## src/logic/dciq_pkg.sv

```systemverilog
// Constants, types and the operation list for the display irq and data mux block.
// Assumes a single core clock; users import nothing and write dciq_pkg::name.
//
// Operation
// RULE1: Six interrupt sources, one status bit each
// RULE2: All sources registered in the core clock
// RULE3: Bus error during DMA raises memory error
// RULE4: Serializer read on empty FIFO raises underflow
// RULE5: DMA write on full FIFO raises overwrite
// RULE6: Base pointer reload raises end of frame
// RULE7: Line blank start, DMA idle: end of line
// RULE8: Last line blank start, DMA idle: last line
// RULE9: Separate enable, disable, clear writes per source
// RULE10: Mask and pending status readable as ports
// RULE11: 24-bit TFT: blue high, green mid, red low
// RULE12: 16-bit TFT: five bits plus intensity per colour
// RULE13: STN single and dual scan bit ranges
// RULE14: Status sticky until cleared; masked OR interrupts
// RULE15: Unused panel bits driven low
package dciq_pkg;
	localparam int NUM_IRQ = 6;
	localparam int IRQ_MEM_ERR = 0;
	localparam int IRQ_UNDERFLOW = 1;
	localparam int IRQ_OVERWRITE = 2;
	localparam int IRQ_END_FRAME = 3;
	localparam int IRQ_END_LINE = 4;
	localparam int IRQ_END_LAST = 5;
	localparam logic [5:0] MASK_RESET = 6'h00;
	localparam logic [5:0] PEND_RESET = 6'h00;
	localparam int BUS_W = 24;
	localparam logic [23:0] BUS_RESET = 24'h000000;
	localparam int BUF_DEPTH = 2;
	typedef enum logic [2:0] {
		DCIQ_STN4_SINGLE,
		DCIQ_STN8_SINGLE,
		DCIQ_STN8_DUAL,
		DCIQ_STN16_DUAL,
		DCIQ_TFT24,
		DCIQ_TFT16
	} dciq_mode_e;
endpackage : dciq_pkg

```

## src/logic/dciq_stream_if.sv

```systemverilog
// Valid/ready carrier of pixel words between the top and its buffer.
// Assumes both ends share one clock.
`timescale 1ns/10ps
`default_nettype none
interface dciq_stream_if #(parameter int W = 24);
	logic valid;
	logic ready;
	logic [W-1:0] data;
	modport src (output valid, output data, input ready);
	modport snk (input valid, input data, output ready);
endinterface : dciq_stream_if
`default_nettype wire

```

## src/logic/dciq_top.sv

```systemverilog
// Interrupt status/mask logic and panel data bus mapping of the display controller.
// Assumes event inputs and pixel stream are synchronous to CLK_SYS_I.
`timescale 1ns/10ps
`default_nettype none
module dciq_top #(
	parameter int BUF_DEPTH = dciq_pkg::BUF_DEPTH
) (
	input wire logic CLK_SYS_I,
	input wire logic RESET_N_I,
	input wire logic DMA_BUS_ERR_I,
	input wire logic DMA_XFER_ACTIVE_I,
	input wire logic SER_READ_I,
	input wire logic FIFO_EMPTY_I,
	input wire logic DMA_FIFO_WRITE_I,
	input wire logic FIFO_FULL_I,
	input wire logic DMA_PTR_RELOAD_I,
	input wire logic LINE_BLANK_PERIOD_I,
	input wire logic LAST_LINE_I,
	input wire logic DMA_INACTIVE_I,
	input wire logic IRQ_ENABLE_WRITE_I,
	input wire logic IRQ_DISABLE_WRITE_I,
	input wire logic IRQ_CLEAR_WRITE_I,
	input wire logic [5:0] IRQ_WRITE_DATA_I,
	output logic [5:0] IRQ_MASK_VIEW_O,
	output logic [5:0] IRQ_PENDING_VIEW_O,
	output logic IRQ_O,
	input wire logic [2:0] MODE_I,
	input wire logic PIX_VALID_I,
	output logic PIX_READY_O,
	input wire logic [7:0] TFT_RED_BITS_I,
	input wire logic [7:0] TFT_GREEN_BITS_I,
	input wire logic [7:0] TFT_BLUE_BITS_I,
	input wire logic TFT_INTENSITY_I,
	input wire logic [7:0] UPPER_PANEL_BITS_I,
	input wire logic [7:0] LOWER_PANEL_BITS_I,
	output logic PANEL_VALID_O,
	input wire logic PANEL_READY_I,
	output logic [23:0] PANEL_DATA_BUS_O
);
	logic [5:0] mask_r, mask_nxt, pend_r, pend_nxt;
	logic [5:0] evt;
	logic blank_d_r, blank_d_nxt;
	logic [23:0] map_w;
	dciq_pkg::dciq_mode_e mode;
	dciq_stream_if #(.W(dciq_pkg::BUS_W)) s_in ();
	dciq_stream_if #(.W(dciq_pkg::BUS_W)) s_out ();
	// ----------------------------------------
	// Event detection
	// ----------------------------------------
	always_comb begin
		blank_d_nxt = LINE_BLANK_PERIOD_I;
		evt = '0;
		evt[dciq_pkg::IRQ_MEM_ERR] = DMA_BUS_ERR_I && DMA_XFER_ACTIVE_I; // RULE3
		evt[dciq_pkg::IRQ_UNDERFLOW] = SER_READ_I && FIFO_EMPTY_I; // RULE4
		evt[dciq_pkg::IRQ_OVERWRITE] = DMA_FIFO_WRITE_I && FIFO_FULL_I; // RULE5
		evt[dciq_pkg::IRQ_END_FRAME] = DMA_PTR_RELOAD_I; // RULE6
		evt[dciq_pkg::IRQ_END_LINE] = LINE_BLANK_PERIOD_I && !blank_d_r
			&& DMA_INACTIVE_I; // RULE7
		evt[dciq_pkg::IRQ_END_LAST] = LINE_BLANK_PERIOD_I && !blank_d_r
			&& DMA_INACTIVE_I && LAST_LINE_I; // RULE8
	end
	// ----------------------------------------
	// Mask and status
	// ----------------------------------------
	always_comb begin
		mask_nxt = mask_r;
		if (IRQ_ENABLE_WRITE_I) begin
			mask_nxt = mask_nxt | IRQ_WRITE_DATA_I; // RULE9
		end
		if (IRQ_DISABLE_WRITE_I) begin
			mask_nxt = mask_nxt & ~IRQ_WRITE_DATA_I; // RULE9
		end
		pend_nxt = pend_r;
		if (IRQ_CLEAR_WRITE_I) begin
			pend_nxt = pend_nxt & ~IRQ_WRITE_DATA_I; // RULE9
		end
		pend_nxt = pend_nxt | evt; // RULE14
	end
	always_ff @(posedge CLK_SYS_I or negedge RESET_N_I) begin
		if (!RESET_N_I) begin
			mask_r <= dciq_pkg::MASK_RESET;
			pend_r <= dciq_pkg::PEND_RESET;
			blank_d_r <= 1'b0;
		end else begin
			mask_r <= mask_nxt;
			pend_r <= pend_nxt; // RULE2
			blank_d_r <= blank_d_nxt;
		end
	end
	assign IRQ_MASK_VIEW_O = mask_r; // RULE10
	assign IRQ_PENDING_VIEW_O = pend_r; // RULE10 RULE1
	assign IRQ_O = |(pend_r & mask_r); // RULE14
	// ----------------------------------------
	// Panel bit mapping
	// ----------------------------------------
	always_comb begin
		mode = dciq_pkg::dciq_mode_e'(MODE_I);
		map_w = dciq_pkg::BUS_RESET; // RULE15
		unique case (mode)
			dciq_pkg::DCIQ_STN4_SINGLE: begin
				map_w[3:0] = UPPER_PANEL_BITS_I[3:0]; // RULE13
			end
			dciq_pkg::DCIQ_STN8_SINGLE: begin
				map_w[7:0] = UPPER_PANEL_BITS_I; // RULE13
			end
			dciq_pkg::DCIQ_STN8_DUAL: begin
				map_w[3:0] = UPPER_PANEL_BITS_I[3:0]; // RULE13
				map_w[7:4] = LOWER_PANEL_BITS_I[3:0]; // RULE13
			end
			dciq_pkg::DCIQ_STN16_DUAL: begin
				map_w[7:0] = UPPER_PANEL_BITS_I; // RULE13
				map_w[15:8] = LOWER_PANEL_BITS_I; // RULE13
			end
			dciq_pkg::DCIQ_TFT24: begin
				map_w = {TFT_BLUE_BITS_I, TFT_GREEN_BITS_I, TFT_RED_BITS_I}; // RULE11
			end
			dciq_pkg::DCIQ_TFT16: begin
				map_w[23:18] = {TFT_BLUE_BITS_I[4:0], TFT_INTENSITY_I}; // RULE12
				map_w[15:10] = {TFT_GREEN_BITS_I[4:0], TFT_INTENSITY_I}; // RULE12
				map_w[7:2] = {TFT_RED_BITS_I[4:0], TFT_INTENSITY_I}; // RULE12
			end
			default: begin
				map_w = dciq_pkg::BUS_RESET; // RULE15
			end
		endcase
	end
	assign s_in.valid = PIX_VALID_I;
	assign s_in.data = map_w;
	assign PIX_READY_O = s_in.ready;
	dciq_buf #(
		.W(dciq_pkg::BUS_W),
		.DEPTH(BUF_DEPTH)
	) u_buf (
		.clk_i(CLK_SYS_I),
		.rst_n_i(RESET_N_I),
		.in_s(s_in),
		.out_s(s_out)
	);
	// ----------------------------------------
	// Output side, head of the buffer
	// ----------------------------------------
	assign s_out.ready = PANEL_READY_I;
	assign PANEL_VALID_O = s_out.valid;
	assign PANEL_DATA_BUS_O = s_out.data;
endmodule : dciq_top
`default_nettype wire

```

## src/logic/dciq_buf.sv

```systemverilog
// Two-entry skid buffer with valid and ready on both sides.
// Assumes synchronous inputs and an active-low asynchronous reset.
`timescale 1ns/10ps
`default_nettype none
module dciq_buf #(
	parameter int W = 24,
	parameter int DEPTH = 2
) (
	input wire logic clk_i,
	input wire logic rst_n_i,
	dciq_stream_if.snk in_s,
	dciq_stream_if.src out_s
);
	localparam int AW = $clog2(DEPTH);
	logic [W-1:0] mem_r [DEPTH];
	logic [W-1:0] mem_nxt [DEPTH];
	logic [AW-1:0] wp_r, wp_nxt, rp_r, rp_nxt;
	logic [AW:0] cnt_r, cnt_nxt;
	logic push, pop;
	// ----------------------------------------
	// Next state
	// ----------------------------------------
	always_comb begin
		push = in_s.valid && (cnt_r != (AW+1)'(DEPTH));
		pop = (cnt_r != '0) && out_s.ready;
		mem_nxt = mem_r;
		wp_nxt = wp_r;
		rp_nxt = rp_r;
		if (push) begin
			mem_nxt[wp_r] = in_s.data;
			wp_nxt = (wp_r == AW'(DEPTH-1)) ? '0 : wp_r + 1'b1;
		end
		if (pop) begin
			rp_nxt = (rp_r == AW'(DEPTH-1)) ? '0 : rp_r + 1'b1;
		end
		cnt_nxt = cnt_r + (AW+1)'(push) - (AW+1)'(pop);
	end
	always_ff @(posedge clk_i or negedge rst_n_i) begin
		if (!rst_n_i) begin
			for (int i = 0; i < DEPTH; i++) begin
				mem_r[i] <= '0;
			end
			wp_r <= '0;
			rp_r <= '0;
			cnt_r <= '0;
		end else begin
			mem_r <= mem_nxt;
			wp_r <= wp_nxt;
			rp_r <= rp_nxt;
			cnt_r <= cnt_nxt;
		end
	end
	assign in_s.ready = (cnt_r != (AW+1)'(DEPTH));
	assign out_s.valid = (cnt_r != '0);
	assign out_s.data = mem_r[rp_r];
endmodule : dciq_buf
`default_nettype wire

```

## config.mk

```make
export PLATFORM = sky130hd
export DESIGN_NAME = dciq_top
export DESIGN_NICKNAME = d
export VERILOG_FILES = /design/src/logic/dciq_pkg.sv /design/src/logic/dciq_stream_if.sv /design/src/logic/dciq_top.sv /design/src/logic/dciq_buf.sv
export SDC_FILE = /design/constraint.sdc
export NUM_CORES = 1
export LEC_CHECK = 0
export ABC_AREA = 1
export BUFFER_PORTS_ARGS = -buffer_cell sky130_fd_sc_hd__buf_4
export CAP_MARGIN = 15
export CORE_ASPECT_RATIO = 0.8
export CORE_MARGIN = 1
export CORE_UTILIZATION = 51
export DETAILED_ROUTE_END_ITERATION = 12
export GPL_ROUTABILITY_DRIVEN = 0
export PLACE_DENSITY = 0.89
export SLEW_MARGIN = 20
export SYNTH_ARGS = -nofsm -noshare
export SYNTH_HDL_FRONTEND = slang
export SYNTH_SLANG_ARGS = --single-unit
```

## constraint.sdc

```tcl
create_clock -name CLK_SYS_I -period 2.1 [get_ports CLK_SYS_I]
set_clock_uncertainty 0.15 [all_clocks]
set_input_delay 0.105 -clock CLK_SYS_I [delete_from_list [all_inputs] [get_ports CLK_SYS_I]]
set_output_delay 0.105 -clock CLK_SYS_I [all_outputs]
set_load 0.02 [all_outputs]
```

==> out/qor.csv, run 1 <==
metric,value,unit
grt_pass1_wl,17.2,mm
initial_core_util,52.9,%
grt_use_met3,8.38,%
htree_levels,3,
start_kind,input port,
cts_root_buf,clkbuf_8,
fillers,410,
fin_cells,695,
critPathMaxFanout,1,
grt_max_degree,66,
fmax,0.498,GHz
crit_chain,dlygate4sd3_1 -> buf_4 -> nand2_1 -> dlygate4sd3_1 -> nand2_1 -> dlygate4sd3_1,
muxShareOfSynthArea,0,%
setup_viol,0,
cts_setup_buffers,0,
drc,0,
ff2ff_path_depth,7,
synth_compound_area_share,8.30,%
clk_path_buf_depth,2,
synth.most_common_cell,nand2_1,
numCtsBuffers,9,
synth-xor-area-share,0.775,%
cp.depth,6,
grt_pass1_vias,3611,
synth_edf_count,0,
syn_area_per_cell,7.45,sq um
peakVddDrop,0.649,mV
n_antenna_cell,0,
hp-class,in -> reg,
cp_num_buf_inv,4,
antenna_found_initial,0,
slew_headroom,45.4,%
syn_inst,455,
cts_tree,built,
ant_nets,0,
pwr_density_cell,1140,nW/um^2
hold_depth,5,
clkSinkCount,65,
synth_ff_type,dfrtp_1,
endpoint_kind,flop,
ys_seq_area_share,48.0,%
nets,676,
grtUsageMet1,40.9,%
design.die.area,6980,sq um
vias,3833,
hold_ws,0.00473,ns
synth_area,3390,sq um
synth_area_leaders,"dfrtp_1 48%, nand2_1 24%, o21ai_0 4.6%",
path_delay_family,buffers and inverters,
synthTopCellsByCount,"221 x nand2_1, 65 x dfrtp_1, 33 x inv_1",
io_pins,106,
synth_top_area_share,48.0,%
fin_setup_tns,0,ns
placed_cells,627,
avgViaCountPerCell,5.52,
use_met2,55.2,%
ys_async_sr_fraction,100,%
status,"finished, final reports clean",
period_needed,2.01,ns
finalCritPeriodShare,95.6,%
yosysTopAreaCell,dfrtp_1,
slowest_stage,dlygate4sd3_1,
gr-max-usage-layer,met2,
syn_nets,524,
cap_viol_max_count,0,
wl_per_cell,15.6,um
synth-adder-area-share,0.738,%
worstMarginPinSlew,0.819,ns
grt_overflow_total,0,
hpwlAfterDp,6.25,mm
synth_warnings,0,
critPathArrivalTime,2.08,ns
worstSetupPathType,in -> reg,
synth_cell_types,27,
clk_latency,0.34,ns
drt_iter0_drc,420,
grt_usage,32.6,%
core,6410,sq um
crit_top_cell,dlygate4sd3_1,
finalMaxSlewViolations,0,
synth_top_family_by_area,simple AND/OR/NAND/NOR gates,
ys_ff_latch,65,
hold_viol_final,0,
slowest_delay,0.58,ns
std_cell_rows,26,
dr.pass1.iters,7,
clk_pin_slew,0.08,ns
critPathRequiredTime,2.18,ns
fp.dieW,93.2,um
yosys.area_share.simple,33.9,%
port_buffers,105,
rsz0062_at_grt,no,
drive_gt1_share,22.6,%
wirelength,10.9,mm
leakagePower,2.71,nW
die_h,74.9,um
area_growth,45.8,%
-- metal layers --
layer / share of wire, % / vias to the layer above
met1: 39 / 1789
met3: 8.1 / 46
met5: 0 / -
met2: 50 / 251
met4: 3.0 / 0
li1: - / 1747
-- cells in the final DEF, fill, tap and decap left out, drive strengths merged, types with 3 or more instances in the layout --
cell,instances
dlygate4sd3,53
nand4,22
nand2,225
o21ai,39
o21bai,4
a21o,3
bufinv,3
dfrtp,65
nand3,23
clkbuf,10
inv,38
buf,110
-- cells by family (layout without fill, tap and decap cells) --
kind of cell               after synthesis  after routing
adders and majority gates                2              2
AOI/OAI and AO/OA                       50             50
and+or+nand+nor                        275            275
DFF                                     65             65
xor gates and xnor gates                 3              3
buffers and inverters                   60            216
-- layout make-up --
class                      instances  area (sq um)  share of cell area (%)
clock buffer                      10           128                    2.58
clock inverter                     5           105                    2.13
inverter                          38           143                    2.88
multi-input combinational        330          1480                    30.0
sequential                        65          1630                    32.9
tap                               84           105                    2.13
timing repair buffer             163          1360                    27.4
-- worst reg2reg max path: stages (launching register included) --
cell,delay [ns]
dfrtp_1,0.43
or2_2,0.33
nand2_1,0.10
inv_1,0.05
ha_1,0.27
inv_1,0.05
ha_1,0.18
xnor2_1,0.21
-- final timing paths --
| check | startpoint | endpoint | slack, ns |
|---|---|---|---|
| worst max-delay path | DMA_XFER_ACTIVE_I | IRQ_PENDING_VIEW_O[0] | 0.09 |
| worst min-delay path | LOWER_PANEL_BITS_I[5] | u_buf.mem_r[13] | 0.005 |
| worst max register to register | u_buf.cnt_r[1] | u_buf.cnt_r[1] | 0.23 |
| worst min register to register | u_buf.mem_r[26] | u_buf.mem_r[26] | 0.33 |
| max in group asynchronous | RESET_N_I | u_buf.mem_r[45] | 1.02 |
| min in group asynchronous | RESET_N_I | u_buf.mem_r[25] | 0.25 |
-- sequential cells by signal, indices dropped and copies added (netlist names) --
name / flops
u_buf.cnt_r: 2
u_buf.rp_r: 1
u_buf.mem_r: 48
IRQ_MASK_VIEW_O: 6
u_buf.wp_r: 1
blank_d_r: 1
IRQ_PENDING_VIEW_O: 6
-- metrics by stage --
step / power (mW) / setup WS [ns] / cell area (sq um) / utilization, %
after floorplan: 3.31 / 0.353 / 3390 / -
after CTS: 5.53 / 0.226 / 4940 / 77.2
final: 5.62 / 0.0920 / 4940 / 77.2
after global routing: 5.92 / 0.0622 / 4940 / 77.2
after detailed placement: 4.16 / 0.367 / 4180 / 65.2
after global placement: 4.09 / 0.412 / 4180 / 65.2
-- report_power, final --
group	switching (mW)	internal [mW]
sequential	0.246	1.68
clock	0.489	0.782
combinational	1.49	0.928
total	2.23	3.39
-- what timing repair did --
item	CTS	global route
gates resized for setup	0	0
hold buffers	53	0
endpoints found under the hold margin	106	0
No activity file was read; power rests on OpenSTA's default activity.
==> run 2, diff against run 1 <==
Settings changed: CORE_ASPECT_RATIO 0.8 to not set.
==> out/qor.csv, run 2 (synthesized netlist as in run 1, its figures left out) <==
metric,value,unit,change
area_growth,49.2,%,was 45.8%
vias,3910,,was 3833
fp.dieW,83.6,um,was 93.2 um
drc,0,,unchanged
regMostFlops,u_buf.mem_r,,unchanged
grt_overflow_total,0,,unchanged
endpoint_kind,flop,,unchanged
htree_levels,3,,unchanged
cts_root_buf,clkbuf_8,,unchanged
final_common_cell,nand2_1,,unchanged
drt_iter0_drc,358,,was 420
layout_common_cells,"221 x nand2_1, 109 x buf_4, 65 x dfrtp_1",,"was 221 x nand2_1, 110 x buf_4, 65 x dfrtp_1"
worstSetupPathType,reg -> reg,,was in -> reg
ant_nets,0,,unchanged
hpwlAfterDp,6.25,mm,about the same
fmax,0.495,GHz,was 0.498 GHz
start_kind,flop,,was input port
initial_core_util,53.1,%,was 52.9%
finalCritPeriodShare,96.1,%,was 95.6%
std_cell_rows,29,,was 26
wl_per_cell,15.9,um,was 15.6 um
status,"finished, final reports clean",,unchanged
leakagePower,2.77,nW,was 2.71 nW
placed_cells,619,,was 627
numCtsBuffers,9,,unchanged
worstMarginPinSlew,0.819,ns,about the same
grt_max_degree,66,,unchanged
critPathArrivalTime,2.16,ns,was 2.08 ns
slew_headroom,45.4,%,about the same
antenna_found_initial,1,,was 0
hp-class,in -> reg,,unchanged
finalMaxSlewViolations,0,,unchanged
setup_viol,0,,unchanged
wirelength,11.1,mm,was 10.9 mm
largest_register_ffs,48,,unchanged
port_buffers,105,,unchanged
critPathRequiredTime,2.24,ns,was 2.18 ns
fillers,405,,was 410
peakVddDrop,0.821,mV,was 0.649 mV
critPathMaxFanout,22,,was 1
grt_usage,33.1,%,was 32.6%
cts_tree,built,,unchanged
core,6390,sq um,was 6410 sq um
clkSinkCount,65,,unchanged
cts_setup_buffers,0,,unchanged
grt_pass1_vias,3900,,was 3611
period_needed,2.02,ns,was 2.01 ns
clk_path_buf_depth,2,,unchanged
grt_pass1_wl,18.1,mm,was 17.2 mm
drive_gt1_share,22.6,%,about the same
io_pins,106,,unchanged
clk_pin_slew,0.08,ns,about the same
avgViaCountPerCell,5.60,,was 5.52
design.die.area,6980,sq um,about the same
nets,684,,was 676
hold_viol_final,0,,unchanged
die_h,83.6,um,was 74.9 um
cap_viol_max_count,0,,unchanged
clk_latency,0.35,ns,was 0.34 ns
pwr_density_cell,1150,nW/um^2,was 1140 nW/um^2
rsz0062_at_grt,no,,unchanged
dr.pass1.iters,6,,was 7
fin_cells,698,,was 695
fin_setup_tns,0,ns,unchanged
==> run 2: cell type report <==
class	instances	area, sq um	area share, %
Tap cell	77	96.3	1.90
Inverter	38	145	2.87
Timing Repair Buffer	171	1440	28.4
Clock inverter	7	143	2.82
Clock buffer	9	124	2.45
Sequential cell	65	1630	32.1
Multi-Input combinational cell	330	1480	29.3
Antenna cell	1	2.50	0.0495
==> run 2: final timing paths <==
check / startpoint / to / slack (ns) / cells after the start
max in group asynchronous: RESET_N_I / u_buf.mem_r[28] / 1.01 / 2
min reg2reg: u_buf.mem_r[1] / u_buf.mem_r[1] / 0.33 / 2
min in group asynchronous: RESET_N_I / u_buf.mem_r[1] / 0.23 / 2
min: LOWER_PANEL_BITS_I[3] / u_buf.mem_r[11] / 0.01 / 5
max reg2reg: u_buf.cnt_r[1] / u_buf.mem_r[5] / 0.08 / 8
max: u_buf.cnt_r[1] / u_buf.mem_r[5] / 0.08 / 8
==> run 2: per-layer routing <==
metal / track usage [%] / vias to the layer above / wire, um
li1: - / 1767 / -
met1: 37.8 / 1835 / 4070
met2: 58.4 / 262 / 5600
met3: 6.03 / 46 / 1010
met4: 19.0 / 0 / 435
met5: 0 / - / 0
==> run 2: what timing repair did <==
item	CTS	global route
gates resized for setup	0	3
setup endpoints to repair	0	3
hold buffers	63	0
hold endpoints to repair	116	0
==> run 2: critical path: stages (launching register included) <==
cell           delay [ns]
dfrtp_1              0.42
nand2_2              0.11
nand2_2              0.09
inv_1                0.10
nand2_2              0.08
inv_4                0.21
o21ai_0              0.15
dlygate4sd3_1        0.58
nand2_1              0.06
==> run 2: metrics by stage <==
| stage | power (mW) | util [%] | hold WS, ns | area (sq um) | setup slack, ns |
|---|---|---|---|---|---|
| floorplan | 3.31 | - | -0.341 | 3390 | 0.353 |
| global placement | 4.09 | 65.2 | 0.0756 | 4170 | 0.413 |
| detailed placement | 4.17 | 65.2 | 0.0750 | 4170 | 0.349 |
| CTS | 5.72 | 79.3 | 0.000613 | 5060 | 0.0497 |
| global route | 6.13 | 79.2 | 0.0253 | 5060 | 0.00336 |
| finish | 5.82 | 79.2 | 0.0114 | 5060 | 0.0817 |
==> run 2: power by group <==
part	internal [mW]	total (mW)	switching [mW]
registers	1.68	1.94	0.254
clock network	0.910	1.43	0.515
logic	0.943	2.45	1.51
total	3.54	5.82	2.28
